**src/pkg/priv_pkg.sv**
```systemverilog
/*
 Constants and types for the privilege and address-space unit.
 Assumes a 32-bit processor core around it with one clock.
*/
package priv_pkg;
	localparam int SEL_SUPER_BIT = 13;
	localparam int SEL_MASTER_BIT = 12;
	localparam logic [15:0] STATUS_RESET = 16'h2700;
	localparam logic [31:0] RESET_FETCH_ADDR = 32'h00000000;
	localparam logic [1:0] RESET_FETCH_WORDS = 2'h2;
	localparam logic [31:0] LONG_STEP = 32'h00000004;
	localparam logic [2:0] SPACE_USER_DATA = 3'h1;
	localparam logic [2:0] SPACE_USER_PROG = 3'h2;
	localparam logic [2:0] SPACE_SYS_DEFINED = 3'h3;
	localparam logic [2:0] SPACE_SUPER_DATA = 3'h5;
	localparam logic [2:0] SPACE_SUPER_PROG = 3'h6;
	localparam logic [2:0] SPACE_PROCESSOR = 3'h7;

	typedef enum logic [1:0] {
		ACC_DATA,
		ACC_PROG,
		ACC_PROCESSOR,
		ACC_ALTERNATE
	} access_kind_t;

	typedef enum logic [1:0] {
		RET_NONE,
		RET_SHORT,
		RET_FULL
	} return_kind_t;
endpackage

```
**src/pkg/space_if.sv**
```systemverilog
/*
 Carrier between the privilege unit and its space encoder.
 Assumes one clock domain; the signals are plain combinational values.
*/
`timescale 1ns/10ps
interface space_if;
	import priv_pkg::*;
	logic super_mode;
	access_kind_t kind;
	logic [2:0] alt_code;
	logic [2:0] code;
	modport ctrl (output super_mode, output kind, output alt_code,
		input code);
	modport enc (input super_mode, input kind, input alt_code,
		output code);
endinterface

```
**src/hdl/space_encoder.sv**
```systemverilog
/*
 Space code encoder: maps privilege and access kind to a space code.
 Assumes the caller presents a valid access kind every cycle.
*/
`timescale 1ns/10ps
module space_encoder
	import priv_pkg::*;
(
	space_if.enc sp
);
	always_comb begin
		case (sp.kind)
			ACC_DATA: begin
				sp.code = sp.super_mode ? SPACE_SUPER_DATA
					: SPACE_USER_DATA;
			end
			ACC_PROG: begin
				sp.code = sp.super_mode ? SPACE_SUPER_PROG
					: SPACE_USER_PROG;
			end
			ACC_PROCESSOR: begin
				sp.code = SPACE_PROCESSOR;
			end
			ACC_ALTERNATE: begin
				// Reserved codes 0 and 4 are remapped so they never reach pins.
				if (sp.alt_code == 3'h0 || sp.alt_code == 3'h4) begin
					sp.code = SPACE_SUPER_DATA;
				end else begin
					sp.code = sp.alt_code;
				end
			end
			default: begin
				sp.code = SPACE_SUPER_DATA;
			end
		endcase
	end
endmodule

```
**src/hdl/privilege_unit.sv**
```systemverilog
/*
 Privilege and address-space unit: status word select bits, stack
 pointer banking, space code generation, reset vector fetch and
 exception-return restore.
 Assumes the core executes instructions and presents bus requests.
*/
`timescale 1ns/10ps
module privilege_unit
	import priv_pkg::*;
(
	// Clock and reset
	input wire logic CLOCK,
	input wire logic RST_N,
	// Status word update from the core
	input wire logic STATUS_WE,
	input wire logic [15:0] STATUS_IN,
	output logic [15:0] STATUS_WORD,
	// Instruction privilege check
	input wire logic INSTR_VALID,
	input wire logic INSTR_PRIVILEGED,
	output logic INSTR_ALLOWED,
	output logic PRIV_VIOLATION,
	// Stack alias register access
	input wire logic SP_WE,
	input wire logic [31:0] SP_IN,
	input wire logic USP_SELECT,
	output logic [31:0] SP_OUT,
	output logic [31:0] USER_STACK_POINTER,
	output logic [31:0] MASTER_STACK_POINTER,
	output logic [31:0] INTERRUPT_STACK_POINTER,
	// Bus cycle request from the core
	input wire logic BUS_REQ,
	input wire logic [31:0] BUS_ADDR,
	input wire logic [1:0] BUS_KIND,
	input wire logic [2:0] ALT_SPACE,
	input wire logic BUS_DONE,
	output logic [31:0] ADDR_OUT,
	output logic [2:0] SPACE_CODE_LINES,
	output logic CYCLE_VALID,
	// Reset vector fetch
	input wire logic [31:0] FETCH_DATA,
	output logic RESET_FETCH_BUSY,
	output logic [31:0] RESET_SP,
	output logic [31:0] RESET_PC,
	// Exception return
	input wire logic RET_REQ,
	input wire logic RET_FULL_FRAME,
	input wire logic [15:0] RET_STATUS,
	input wire logic [31:0] RET_PC,
	output logic [31:0] PC_OUT,
	output logic RESTORE_FULL_STATE
);
	typedef enum logic [1:0] {ST_FETCH_SP, ST_FETCH_PC, ST_RUN} boot_t;

	boot_t boot;
	logic [15:0] status;
	logic [31:0] user_stack_pointer;
	logic [31:0] master_stack_pointer;
	logic [31:0] interrupt_stack_pointer;
	logic [1:0] fetch_idx;
	logic super_mode;
	logic master;
	logic pending_ret;
	access_kind_t kind_req;
	logic [2:0] next_code;

	space_if sp ();

	space_encoder u_enc (
		.sp(sp)
	);

	assign super_mode = status[SEL_SUPER_BIT];
	assign master = status[SEL_MASTER_BIT];

	// Status word: reset, exception return, then plain writes.
	always_ff @(posedge CLOCK or negedge RST_N) begin
		if (!RST_N) begin
			status <= STATUS_RESET;
		end else if (RET_REQ && super_mode) begin
			status <= RET_STATUS;
		end else if (STATUS_WE && super_mode) begin
			status <= STATUS_IN;
		end
	end

	// Status writes at user level are dropped whole; PRIV_VIOLATION flags the privileged instruction.
	assign STATUS_WORD = status;

	assign INSTR_ALLOWED = super_mode || !INSTR_PRIVILEGED;
	assign PRIV_VIOLATION = INSTR_VALID && INSTR_PRIVILEGED &&
		!super_mode;

	// Stack pointer bank, selected by the two select bits.
	always_ff @(posedge CLOCK or negedge RST_N) begin
		if (!RST_N) begin
			user_stack_pointer <= 32'h00000000;
			master_stack_pointer <= 32'h00000000;
			interrupt_stack_pointer <= 32'h00000000;
		end else if (boot == ST_FETCH_SP && BUS_DONE) begin
			interrupt_stack_pointer <= FETCH_DATA;
		end else if (SP_WE) begin
			if (!super_mode || USP_SELECT) begin
				user_stack_pointer <= SP_IN;
			end else if (master) begin
				master_stack_pointer <= SP_IN;
			end else begin
				interrupt_stack_pointer <= SP_IN;
			end
		end
	end

	always_comb begin
		if (!super_mode || USP_SELECT) begin
			SP_OUT = user_stack_pointer;
		end else if (master) begin
			SP_OUT = master_stack_pointer;
		end else begin
			SP_OUT = interrupt_stack_pointer;
		end
	end

	assign USER_STACK_POINTER = user_stack_pointer;
	assign MASTER_STACK_POINTER = master_stack_pointer;
	assign INTERRUPT_STACK_POINTER = interrupt_stack_pointer;

	// Reset vector fetch: two long words, then normal running.
	always_ff @(posedge CLOCK or negedge RST_N) begin
		if (!RST_N) begin
			boot <= ST_FETCH_SP;
			fetch_idx <= 2'h0;
			RESET_SP <= 32'h00000000;
			RESET_PC <= 32'h00000000;
		end else begin
			case (boot)
				ST_FETCH_SP: begin
					if (BUS_DONE) begin
						RESET_SP <= FETCH_DATA;
						fetch_idx <= fetch_idx + 2'h1;
						boot <= ST_FETCH_PC;
					end
				end
				ST_FETCH_PC: begin
					if (BUS_DONE) begin
						RESET_PC <= FETCH_DATA;
						fetch_idx <= fetch_idx + 2'h1;
						boot <= ST_RUN;
					end
				end
				ST_RUN: begin
					boot <= ST_RUN;
				end
				default: begin
					boot <= ST_FETCH_SP;
				end
			endcase
		end
	end

	assign RESET_FETCH_BUSY = (boot != ST_RUN);

	// Alternate-space alternate_space_move are honoured only at supervisor level.
	always_comb begin
		kind_req = access_kind_t'(BUS_KIND);
		if (RESET_FETCH_BUSY) begin
			kind_req = ACC_PROG;
		end else if (kind_req == ACC_ALTERNATE && !super_mode) begin
			kind_req = ACC_DATA;
		end
	end

	assign sp.super_mode = super_mode;
	assign sp.kind = kind_req;
	assign sp.alt_code = ALT_SPACE;
	assign next_code = sp.code;

	// Address and space code are registered so they stay steady per cycle.
	always_ff @(posedge CLOCK or negedge RST_N) begin
		if (!RST_N) begin
			ADDR_OUT <= RESET_FETCH_ADDR;
			SPACE_CODE_LINES <= SPACE_SUPER_PROG;
			CYCLE_VALID <= 1'b0;
		end else if (RESET_FETCH_BUSY) begin
			ADDR_OUT <= RESET_FETCH_ADDR + (LONG_STEP * {30'h0, fetch_idx});
			SPACE_CODE_LINES <= next_code;
			CYCLE_VALID <= !BUS_DONE;
		end else begin
			ADDR_OUT <= BUS_ADDR;
			SPACE_CODE_LINES <= next_code;
			CYCLE_VALID <= BUS_REQ;
		end
	end

	// Exception return: program counter and full-state restore strobe.
	always_ff @(posedge CLOCK or negedge RST_N) begin
		if (!RST_N) begin
			PC_OUT <= 32'h00000000;
			RESTORE_FULL_STATE <= 1'b0;
			pending_ret <= 1'b0;
		end else begin
			pending_ret <= RET_REQ && super_mode;
			RESTORE_FULL_STATE <= RET_REQ && super_mode &&
				RET_FULL_FRAME;
			if (boot == ST_FETCH_PC && BUS_DONE) begin
				PC_OUT <= FETCH_DATA;
			end else if (RET_REQ && super_mode) begin
				PC_OUT <= RET_PC;
			end
		end
	end

	AST_USER_REFUSED: assert property (
		@(posedge CLOCK) disable iff (!RST_N)
		(INSTR_VALID && INSTR_PRIVILEGED && !super_mode) |->
		PRIV_VIOLATION)
		else $error("privileged instruction not refused at user level");
	AST_SUPER_ALLOWS: assert property (
		@(posedge CLOCK) disable iff (!RST_N)
		super_mode |-> INSTR_ALLOWED)
		else $error("instruction refused at supervisor level");
	AST_MASTER_SP: assert property (
		@(posedge CLOCK) disable iff (!RST_N)
		(super_mode && master && !USP_SELECT) |-> SP_OUT == master_stack_pointer)
		else $error("master pointer not selected");
	AST_INT_SP: assert property (
		@(posedge CLOCK) disable iff (!RST_N)
		(super_mode && !master && !USP_SELECT) |-> SP_OUT == interrupt_stack_pointer)
		else $error("interrupt pointer not selected");
	AST_USER_SP: assert property (
		@(posedge CLOCK) disable iff (!RST_N)
		!super_mode |-> SP_OUT == user_stack_pointer)
		else $error("user pointer not selected");
	AST_NO_RESERVED: assert property (
		@(posedge CLOCK) disable iff (!RST_N)
		SPACE_CODE_LINES != 3'h0 && SPACE_CODE_LINES != 3'h4)
		else $error("reserved space code driven");
	AST_SUPER_SPACE: assert property (
		@(posedge CLOCK) disable iff (!RST_N)
		(super_mode && kind_req == ACC_DATA) |=>
		SPACE_CODE_LINES == SPACE_SUPER_DATA)
		else $error("supervisor data cycle has wrong space code");
	AST_CPU_SPACE: assert property (
		@(posedge CLOCK) disable iff (!RST_N)
		(kind_req == ACC_PROCESSOR) |=>
		SPACE_CODE_LINES == SPACE_PROCESSOR)
		else $error("processor space cycle not coded seven");
	AST_BOOT_FETCH: assert property (
		@(posedge CLOCK) disable iff (!RST_N)
		(boot == ST_FETCH_PC && !BUS_DONE) |=>
		ADDR_OUT == RESET_FETCH_ADDR + LONG_STEP &&
		SPACE_CODE_LINES == SPACE_SUPER_PROG)
		else $error("second reset fetch misplaced");
	AST_RET_RESTORE: assert property (
		@(posedge CLOCK) disable iff (!RST_N)
		(RET_REQ && super_mode) |=>
		status == $past(RET_STATUS) && pending_ret)
		else $error("exception return did not restore status");
	AST_RESET_MODE: assert property (
		@(posedge CLOCK)
		$rose(RST_N) |-> super_mode && !master)
		else $error("reset mode not supervisor interrupt");
endmodule

```
**config.mk**
```make
export PLATFORM = sky130hd
export DESIGN_NAME = privilege_unit
export DESIGN_NICKNAME = d
export VERILOG_FILES = /design/src/pkg/priv_pkg.sv /design/src/pkg/space_if.sv /design/src/hdl/space_encoder.sv /design/src/hdl/privilege_unit.sv
export SDC_FILE = /design/constraint.sdc
export NUM_CORES = 1
export LEC_CHECK = 0
export BUFFER_PORTS_ARGS = -buffer_cell sky130_fd_sc_hd__buf_2
export CORE_AREA = 2 2 179 181
export CTS_BUF_LIST = sky130_fd_sc_hd__clkbuf_8
export CTS_CLUSTER_DIAMETER = 50
export CTS_CLUSTER_SIZE = 24
export DETAILED_ROUTE_END_ITERATION = 8
export DIE_AREA = 0 0 181 183
export PLACE_DENSITY = 0.66
export SKIP_CTS_REPAIR_TIMING = 1
export SLEW_MARGIN = 20
export SYNTH_ARGS = -nofsm -noshare
export SYNTH_HDL_FRONTEND = slang
export SYNTH_SLANG_ARGS = --single-unit
```
**constraint.sdc**
```tcl
create_clock -name CLOCK -period 1.8 [get_ports CLOCK]
set_input_delay 0.09 -clock CLOCK [delete_from_list [all_inputs] [get_ports CLOCK]]
set_output_delay 0.09 -clock CLOCK [all_outputs]
set_load 0.02 [all_outputs]
```
==> results of run 1 <==
## stage by stage
stage,setup TNS (ns),cells,hold slack (ns),area [sq um]
6_report,-7.17,1950,0.0434,16400
5_1_grt,-12.61,1950,0.0330,16400
4_1_cts,-12.25,1755,-0.587,14000
3_5_place_dp,0,1705,0.0691,13300
3_3_place_gp,0,1705,0.0579,13300
2_1_floorplan,-1.24,866,-0.206,10300
## worst max-delay path: stages (launching register included)
cell	delay, ns
dfstp_2	0.56
nand2b_4	0.11
buf_12	0.18
buf_12	0.15
o21ai_2	0.15
buf_4	0.16
## synth_stat cells, types with 2 or more instances
library cell / n
dfrtp_1: 243
nand2_1: 166
o21ai_0: 72
mux2_2: 64
mux2i_1: 64
clkbuf_1: 38
and3_1: 34
a21o_1: 32
a221o_1: 32
and2_1: 32
a22o_1: 15
nand3b_1: 15
buf_2: 12
dfstp_2: 6
inv_1: 6
buf_4: 4
buf_6: 4
ha_1: 4
nor2_1: 4
buf_1: 3
a21oi_1: 2
mux2_1: 2
xnor2_1: 2
## power by group through the flow
stage,clock network [mW],registers (mW),logic [mW]
after CTS,4.69,8.59,8.96
after global placement,0,8.63,8.85
after global routing,4.98,8.84,10.6
after detailed placement,0,8.66,8.96
final,4.59,8.65,9.88
after floorplan,0,10.7,3.08
## final cells by class
| cell class | count | area share [%] |
|---|---|---|
| clock buffers | 30 | 2.52 |
| clock inverters | 20 | 1.66 |
| inverters | 6 | 0.137 |
| multi-input cells | 550 | 23.9 |
| flip-flops and latches | 249 | 38.1 |
| well taps | 402 | 3.07 |
| repair buffers | 693 | 30.7 |
## routing by layer
metal	track usage, %	vias to the layer above
met2	35.1	399
met1	25.6	4795
met4	4.49	2
met3	4.85	82
met5	0	-
li1	-	4359
## registers in the layout (all words and copies together), names as in the netlist
signal,cells
RESET_PC,32
RESET_SP,32
USER_STACK_POINTER,32
SPACE_CODE_LINES,3
boot,2
MASTER_STACK_POINTER,32
STATUS_WORD,16
RESTORE_FULL_STATE,1
ADDR_OUT,32
CYCLE_VALID,1
fetch_idx,2
INTERRUPT_STACK_POINTER,32
PC_OUT,32
## final timing paths
kind | startpoint | endpoint | slack (ns) | depth (start not counted)
worst max-delay path | STATUS_WORD[13] | SP_OUT[30] | -0.21 | 5
worst min-delay path | RST_N | ADDR_OUT[30] | 0.04 | 2
worst max register to register | STATUS_WORD[13] | MASTER_STACK_POINTER[21] | -0.11 | 6
worst min register to register | RESET_PC[13] | RESET_PC[13] | 0.47 | 2
max in group asynchronous | RST_N | INTERRUPT_STACK_POINTER[16] | 1.06 | 3
min in group CLOCK | SP_WE | USER_STACK_POINTER[15] | 0.07 | 4
## logic make-up after synthesis
logic type,Yosys count
simple gates,256
flops,249
compound gates,158
mux,130
buf+inv,67
fa+ha+maj,4
xor+xnor,2
==> impl_metrics.yaml, run 1 <==
yosys:
  yosysTopAreaCell: "dfrtp_1"
  yosys.area_share.simple_pct: 11.8
  netlist_top_cells_area: "dfrtp_1, mux2_2, mux2i_1"
  synth-seq-cells: 249
  netlist_area_sq_um: 10300
  syn_nets: 1046
  yosysSeqAreaShare_pct: 60.5
  synth.distinct_cells: 33
  synth_top_family_by_area: "multiplexers"
  synth_ff_type: "dfrtp_1"
  synth_compound_gate_area_share_pct: 10.6
  yosys.area.top_type_share_pct: 58.9
  async_flop_share_pct: 100
  synth_cells: 866
  syn-mean-instance-area_sq_um: 11.9
  synth_xor_area_share_pct: 0.170
  yosys.area_share.adder_pct: 0.485
  ys_warn_count: 0
  synth_edf_count: 0
  synthMuxAreaShare_pct: 13.4
timing:
  finalHoldViolCount: 0
  period_needed_ns: 2.01
  post-route-period-util_pct: 112
  grt_setup_unrepaired: "true"
  slew_headroom_pct: 67.8
  worstMarginPinSlew_ns: 0.483
  max_freq_ghz: 0.497
  slew_viol_final: 0
  fin_ws_ns: -0.213
  skew_ns: 0.0370
  finalSetupViolCount: 71
route:
  highest_layer: "met5"
  drtIter0Drc: 565
  drc: 0
  wl_per_cell_um: 20.6
  wl_met3_mm: 2.73
  ant_nets: 0
  wl_mm: 40.1
  firstDrtPassIters: 5
  via_per_inst: 4.94
  met2_length_mm: 19.8
  vias: 9637
  met1_length_mm: 16.6
layout:
  n_fill_cell: 2645
  ff_latch_area_sq_um: 6240
  final_util_pct: 52.5
  final_common_cell: "buf_2"
  antenna_cells: 0
  multi_input_area_sq_um: 3920
  drive_gt1_share_pct: 43.8
  syn2layout_area_growth_pct: 58.8
  final_cell_mix: "buf_2, dfrtp_1, dlygate4sd3_1"
  layout.nets: 1708
global_routing:
  grt_pass1_vias: 8734
  gr-usage-all-layers_pct: 20.2
  antenna_found_initial: 1
  overflow: 0
  grt_max_degree: 57
  grt_pass1_wl_mm: 51.7
power:
  power_frac_comb_pct: 42.7
  leakagePower_nw: 8.90
  power_density_nw_per_um2: 1410
  p_sw_mw: 9.47
  internal_power_mw: 13.7
  peakVddDrop_mv: 0.954
  clockPowerShare_pct: 19.9
  finalPower_mw: 23.1
  seqPwrFrac_pct: 37.4
  swShare_pct: 40.9
floorplanning:
  chipWidth_um: 181
  io_pins: 456
  fp.dieH_um: 183
  fp-row-count: 65
  start_util_pct: 33.0
  die_area_sq_um: 33100
  core_area_sq_um: 31200
clocking:
  clkTransAtPathRegs_ns: 0.10
  htree_levels: 1
  clk_path_buf_depth: 3
  cts-root-buf: "clkbuf_8"
  cts_tree: "yes"
  clock_latency_ns: 0.60
  cts_made_buffers: 28
  cts.sinks: 249
run:
  drv_cap: 0
place:
  place_congestion: 0.840
  pre_cts_slack_ns: 0.0105
  dp_hpwl_mm: 25.5
  numPortBuffers: 455
setup_path:
  critPathMaxFanout: 18
  worstPathRequired_ns: 1.71
  start_kind: "flip-flop"
  arrival_ns: 1.92
  cp-end-kind: "output pin"
  crit_type: "flip-flop to output pin"
status:
  violations: "setup timing"
  status: "complete, but fails checks"
worst_hold_path:
  min-delay-path-class: "primary input to asynchronous set/reset pin"
No activity file was read; power rests on OpenSTA's default activity.
==> run 2: changes to the inputs <==
--- a/config.mk
+++ b/config.mk
@@ -6,13 +6,13 @@
 export NUM_CORES = 1
 export LEC_CHECK = 0
 export BUFFER_PORTS_ARGS = -buffer_cell sky130_fd_sc_hd__buf_2
-export CORE_AREA = 2 2 179 181
+export CORE_AREA = 2 2 176 178
 export CTS_BUF_LIST = sky130_fd_sc_hd__clkbuf_8
 export CTS_CLUSTER_DIAMETER = 50
 export CTS_CLUSTER_SIZE = 24
 export DETAILED_ROUTE_END_ITERATION = 8
-export DIE_AREA = 0 0 181 183
-export PLACE_DENSITY = 0.66
+export DIE_AREA = 0 0 178 180
+export PLACE_DENSITY = 0.67
 export SKIP_CTS_REPAIR_TIMING = 1
 export SLEW_MARGIN = 20
 export SYNTH_ARGS = -nofsm -noshare
==> run 2 against run 1 <==
The flow still finishes with violations (setup timing); cell count up 0.31%; critical path depth unchanged; via count up 2.0%; design area up 0.52%; sequential share of layout area down 0.20 points; utilization up 2.1 points; global-route usage up 0.94 points; clock skew down 0.020 ns; critical path type unchanged.
==> impl_metrics.yaml, run 2 (synthesis gave the netlist of run 1 again) <==
power:
  power_density_nw_per_um2: 1400
  peakVddDrop_mv: 1.03
  finalPower_mw: 23.1
  leakagePower_nw: 8.93
timing:
  period_needed_ns: 2.06
  max_freq_ghz: 0.486
  slew_viol_final: 0
  slew_headroom_pct: 63.9
  grt_setup_unrepaired: "true"
  finalHoldViolCount: 0
  skew_ns: 0.0172
  finalSetupViolCount: 67
  tns_ns: -11.96
  worstMarginPinSlew_ns: 0.542
  post-route-period-util_pct: 114
  fin_ws_ns: -0.260
clocking:
  cts.sinks: 249
  clk_path_buf_depth: 3
  htree_levels: 1
  cts-root-buf: "clkbuf_8"
  cts_tree: "yes"
  clock_latency_ns: 0.61
  cts_made_buffers: 29
  clkTransAtPathRegs_ns: 0.09
setup_path:
  rr_startpoint: "STATUS_WORD[13]"
  cp-end-kind: "output pin"
  r2r-end: "MASTER_STACK_POINTER[28]"
  cp_slowest_stage_delay_ns: 0.58
  crit_start: "STATUS_WORD[13]"
  start_kind: "flip-flop"
  arrival_ns: 1.97
  crit_type: "flip-flop to output pin"
  cp-endpoint: "SP_OUT[9]"
  slowest_stage: "dfstp_2"
  critPathMaxFanout: 8
  path_cells: "nand2b_4, buf_12, clkbuf_16, o21ai_1, buf_4"
  r2r_slack_ns: -0.23
  worstPathRequired_ns: 1.71
  worst-r2r-cell-count: 7
place:
  dpl_cell_area_sq_um: 13300
  pre_cts_slack_ns: 0.0287
  numPortBuffers: 455
  place_congestion: 0.873
  dp_hpwl_mm: 26.2
global_routing:
  antenna_found_initial: 1
  grt_pass1_vias: 8907
  overflow: 0
  grt_pass1_wl_mm: 52.1
  gr-usage-all-layers_pct: 21.1
  grt_max_degree: 65
floorplanning:
  core_area_sq_um: 30200
  fp-row-count: 64
  start_util_pct: 34.2
  chipWidth_um: 178
  fp.dieH_um: 180
  io_pins: 456
  die_area_sq_um: 32000
layout:
  final_cell_mix: "buf_2, dfrtp_1, dlygate4sd3_1"
  fin_area_sq_um: 16500
  drive_gt1_share_pct: 44.5
  final_common_cell: "buf_2"
  layout.nets: 1716
  syn2layout_area_growth_pct: 59.7
  n_fill_cell: 2561
status:
  violations: "setup timing"
  status: "complete, but fails checks"
route:
  via_per_inst: 5.02
  wl_mm: 42.0
  drtIter0Drc: 550
  firstDrtPassIters: 5
  ant_nets: 0
  vias: 9826
  drc: 0
  wl_per_cell_um: 21.5
worst_hold_path:
  min-delay-path-class: "primary input to flip-flop"
run:
  drv_cap: 0
-- run 2: cell types whose count changed in the layout (fill, tap and decap cells not counted), moves of 3 or more --
cell        change
buf_6           +9
buf_12          -3
o21ai_2         -5
inv_8           +6
clkinv_8        +3
nand2_1         -4
bufinv_16       -4
o21ai_1         +4
nand2_4         +3
clkinvlp_4      +3
buf_4           -3
-- run 2: report_power, final --
| group | switching, mW | internal [mW] |
|---|---|---|
| clock network | 2.65 | 1.78 |
| registers | 1.24 | 7.42 |
| logic | 5.97 | 4.03 |
-- run 2: layer usage --
| layer | up-vias | share of wire, % | GRT usage (%) |
|---|---|---|---|
| li1 | 4390 | - | - |
| met1 | 4850 | 39 | 26.1 |
| met2 | 494 | 49 | 35.8 |
| met3 | 92 | 8.8 | 5.48 |
| met4 | 0 | 3.3 | 6.89 |
| met5 | - | 0 | 0 |
-- run 2: through the flow --
stage	hold WS (ns)	utilization, %	std cells
2_1_floorplan	-0.206	-	866
5_1_grt	0.0407	54.6	1955
6_report	0.0413	54.6	1956
4_1_cts	-0.580	46.3	1752
3_5_place_dp	0.0900	44.1	1698
3_3_place_gp	0.0890	44.1	1698
-- run 2: layout make-up --
| type | count | area (sq um) | area share [%] |
|---|---|---|---|
| clock buffers | 29 | 399 | 2.42 |
| multi-input cells | 550 | 3960 | 24.0 |
| inverters | 6 | 25.0 | 0.152 |
| repair buffers | 700 | 5080 | 30.8 |
| well taps | 396 | 495 | 3.01 |
| diodes | 1 | 2.50 | 0.0152 |
| flip-flops and latches | 249 | 6240 | 37.9 |
| clock inverters | 25 | 274 | 1.66 |
-- run 2: critical path: cells and delay by family, from the launching register on --
family | cells | cell delay [ns]
flip-flops | 1 | 0.58
buffers and inverters | 3 | 0.51
AO/OA/AOI/OAI | 1 | 0.18
AND/OR/NAND/NOR | 1 | 0.08
-- run 2: worst min-delay path by stage --
stage | from | endpoint | slack, ns | depth (start not counted)
2_1_floorplan | RST_N | ADDR_OUT[0] | -0.21 | 0
3_3_place_gp | RST_N | PC_OUT[10] | 0.09 | 1
3_5_place_dp | RST_N | RESET_PC[9] | 0.09 | 1
4_1_cts | RST_N | USER_STACK_POINTER[4] | -0.58 | 1
5_1_grt | RST_N | USER_STACK_POINTER[4] | 0.04 | 2
6_report | BUS_DONE | CYCLE_VALID | 0.04 | 3
==> run 3: changes to the inputs <==
--- a/config.mk
+++ b/config.mk
@@ -13,6 +13,7 @@
 export DETAILED_ROUTE_END_ITERATION = 8
 export DIE_AREA = 0 0 178 180
 export PLACE_DENSITY = 0.67
+export REMOVE_ABC_BUFFERS = 1
 export SKIP_CTS_REPAIR_TIMING = 1
 export SLEW_MARGIN = 20
 export SYNTH_ARGS = -nofsm -noshare
==> run 3 against run 2 <==
The flow still finishes with violations (setup timing); global-route usage is 0.17 points higher; critical path type unchanged; worst setup slack better by 0.022 ns; largest cell class unchanged; flip-flop and latch count stayed put; critical path depth is 1 lower; highest routed layer is now met5; non-clock buffer count is 14 lower.
==> impl_metrics.yaml, run 3 (synthesis gave the netlist of run 1 again) <==
timing:
  period_needed_ns: 2.04
  slew_viol_final: 0
  finalHoldViolCount: 0
  max_freq_ghz: 0.491
  tns_ns: -12.07
  worstMarginPinSlew_ns: 0.566
  fin_hold_ws_ns: 0.0295
  grt_setup_unrepaired: "true"
  slew_headroom_pct: 62.3
  finalSetupViolCount: 121
  post-route-period-util_pct: 113
  fin_ws_ns: -0.238
  skew_ns: 0.0278
clocking:
  cts_made_buffers: 30
  clock_latency_ns: 0.60
  clk_path_buf_depth: 3
  cts_tree: "yes"
  cts-root-buf: "clkbuf_8"
  cts.sinks: 249
  htree_levels: 1
  clkTransAtPathRegs_ns: 0.09
floorplanning:
  die_area_sq_um: 32000
  start_util_pct: 34.2
  fp-row-count: 64
  fp.dieH_um: 180
  io_pins: 456
  chipWidth_um: 178
  core_area_sq_um: 30200
setup_path:
  r2r_slack_ns: -0.17
  worst-r2r-cell-count: 6
  critPathMaxFanout: 16
  cp-end-kind: "output pin"
  crit_type: "flip-flop to output pin"
  start_kind: "flip-flop"
  rr_startpoint: "STATUS_WORD[13]"
  r2r-end: "MASTER_STACK_POINTER[31]"
  worstPathRequired_ns: 1.71
  arrival_ns: 1.95
route:
  vias: 9818
  ant_nets: 0
  wl_mm: 41.4
  drc: 0
  drtIter0Drc: 532
  firstDrtPassIters: 5
  wl_per_cell_um: 21.3
  via_per_inst: 5.05
layout:
  n_fill_cell: 2534
  ff_latch_area_sq_um: 6240
  drive_gt1_share_pct: 43.1
  final_util_pct: 53.8
  final_cell_mix: "buf_2, dfrtp_1, dlygate4sd3_1"
  layout.nets: 1703
  multi_input_area_sq_um: 3880
  syn2layout_area_growth_pct: 57.4
  final_common_cell: "buf_2"
power:
  peakVddDrop_mv: 0.994
  leakagePower_nw: 8.83
  power_density_nw_per_um2: 1420
global_routing:
  grt_max_degree: 65
  grt_pass1_wl_mm: 52.8
  overflow: 0
  grt_pass1_vias: 9271
  antenna_found_initial: 2
  gr-usage-all-layers_pct: 21.3
worst_hold_path:
  min_to: "STATUS_WORD[13]"
  min-delay-path-class: "primary input to flip-flop"
  whs_path_depth: 4
  hp-start: "RET_REQ"
place:
  numPortBuffers: 455
  pre_cts_slack_ns: -0.0970
  dp_hpwl_mm: 25.5
  place_congestion: 0.855
status:
  violations: "setup timing"
  status: "complete, but fails checks"
run:
  drv_cap: 0
run 3: how the worst max path moves through the flow:
| stage | from | end | slack [ns] | cells past startpoint |
|---|---|---|---|---|
| CTS | STATUS_WORD[13] | SP_OUT[27] | -0.45 | 4 |
| detailed placement | boot[0] | MASTER_STACK_POINTER[17] | -0.1 | 6 |
| global route | STATUS_WORD[13] | SP_OUT[12] | -0.34 | 4 |
| finish | STATUS_WORD[13] | SP_OUT[12] | -0.24 | 4 |
| global placement | boot[0] | MASTER_STACK_POINTER[20] | -0.04 | 6 |
| floorplan | STATUS_WORD[12] | MASTER_STACK_POINTER[0] | -1.44 | 2 |
run 3: power breakdown:
part	total, mW	internal, mW	switching (mW)
Sequential	8.61	7.42	1.19
Clock	4.60	2.18	2.42
Combinational	9.87	3.90	5.97
run 3: area by class of cell:
cell class | instances | share of cell area [%]
Tap cell | 396 | 3.05
Clock buffer | 31 | 2.63
Antenna cell | 1 | 0.0154
Sequential cell | 249 | 38.4
Inverter | 6 | 0.139
Clock inverter | 24 | 1.62
Multi-Input combinational cell | 550 | 23.9
Timing Repair Buffer | 686 | 30.2
run 3: through the flow:
stage / power [mW] / instances / instance area [sq um]
after detailed placement: 17.6 / 1695 / 13300
after floorplan: 13.6 / 805 / 10000
after global placement: 17.4 / 1695 / 13300
after global routing: 24.4 / 1943 / 16200
final: 23.1 / 1943 / 16200
after CTS: 22.2 / 1750 / 14000
run 3: routing by layer:
metal / vias up / share of wire, % / track usage, %
li1: 4348 / - / -
met1: 4860 / 39 / 25.4
met2: 525 / 50 / 37.1
met3: 83 / 8.4 / 5.84
met4: 2 / 2.8 / 6.49
met5: - / 0.031 / 0
run 3: critical path, cell delays in order, from the launching register on:
cell	delay [ns]
dfstp_2	0.58
nand2b_4	0.15
buf_6	0.23
o21ai_1	0.18
buf_2	0.19
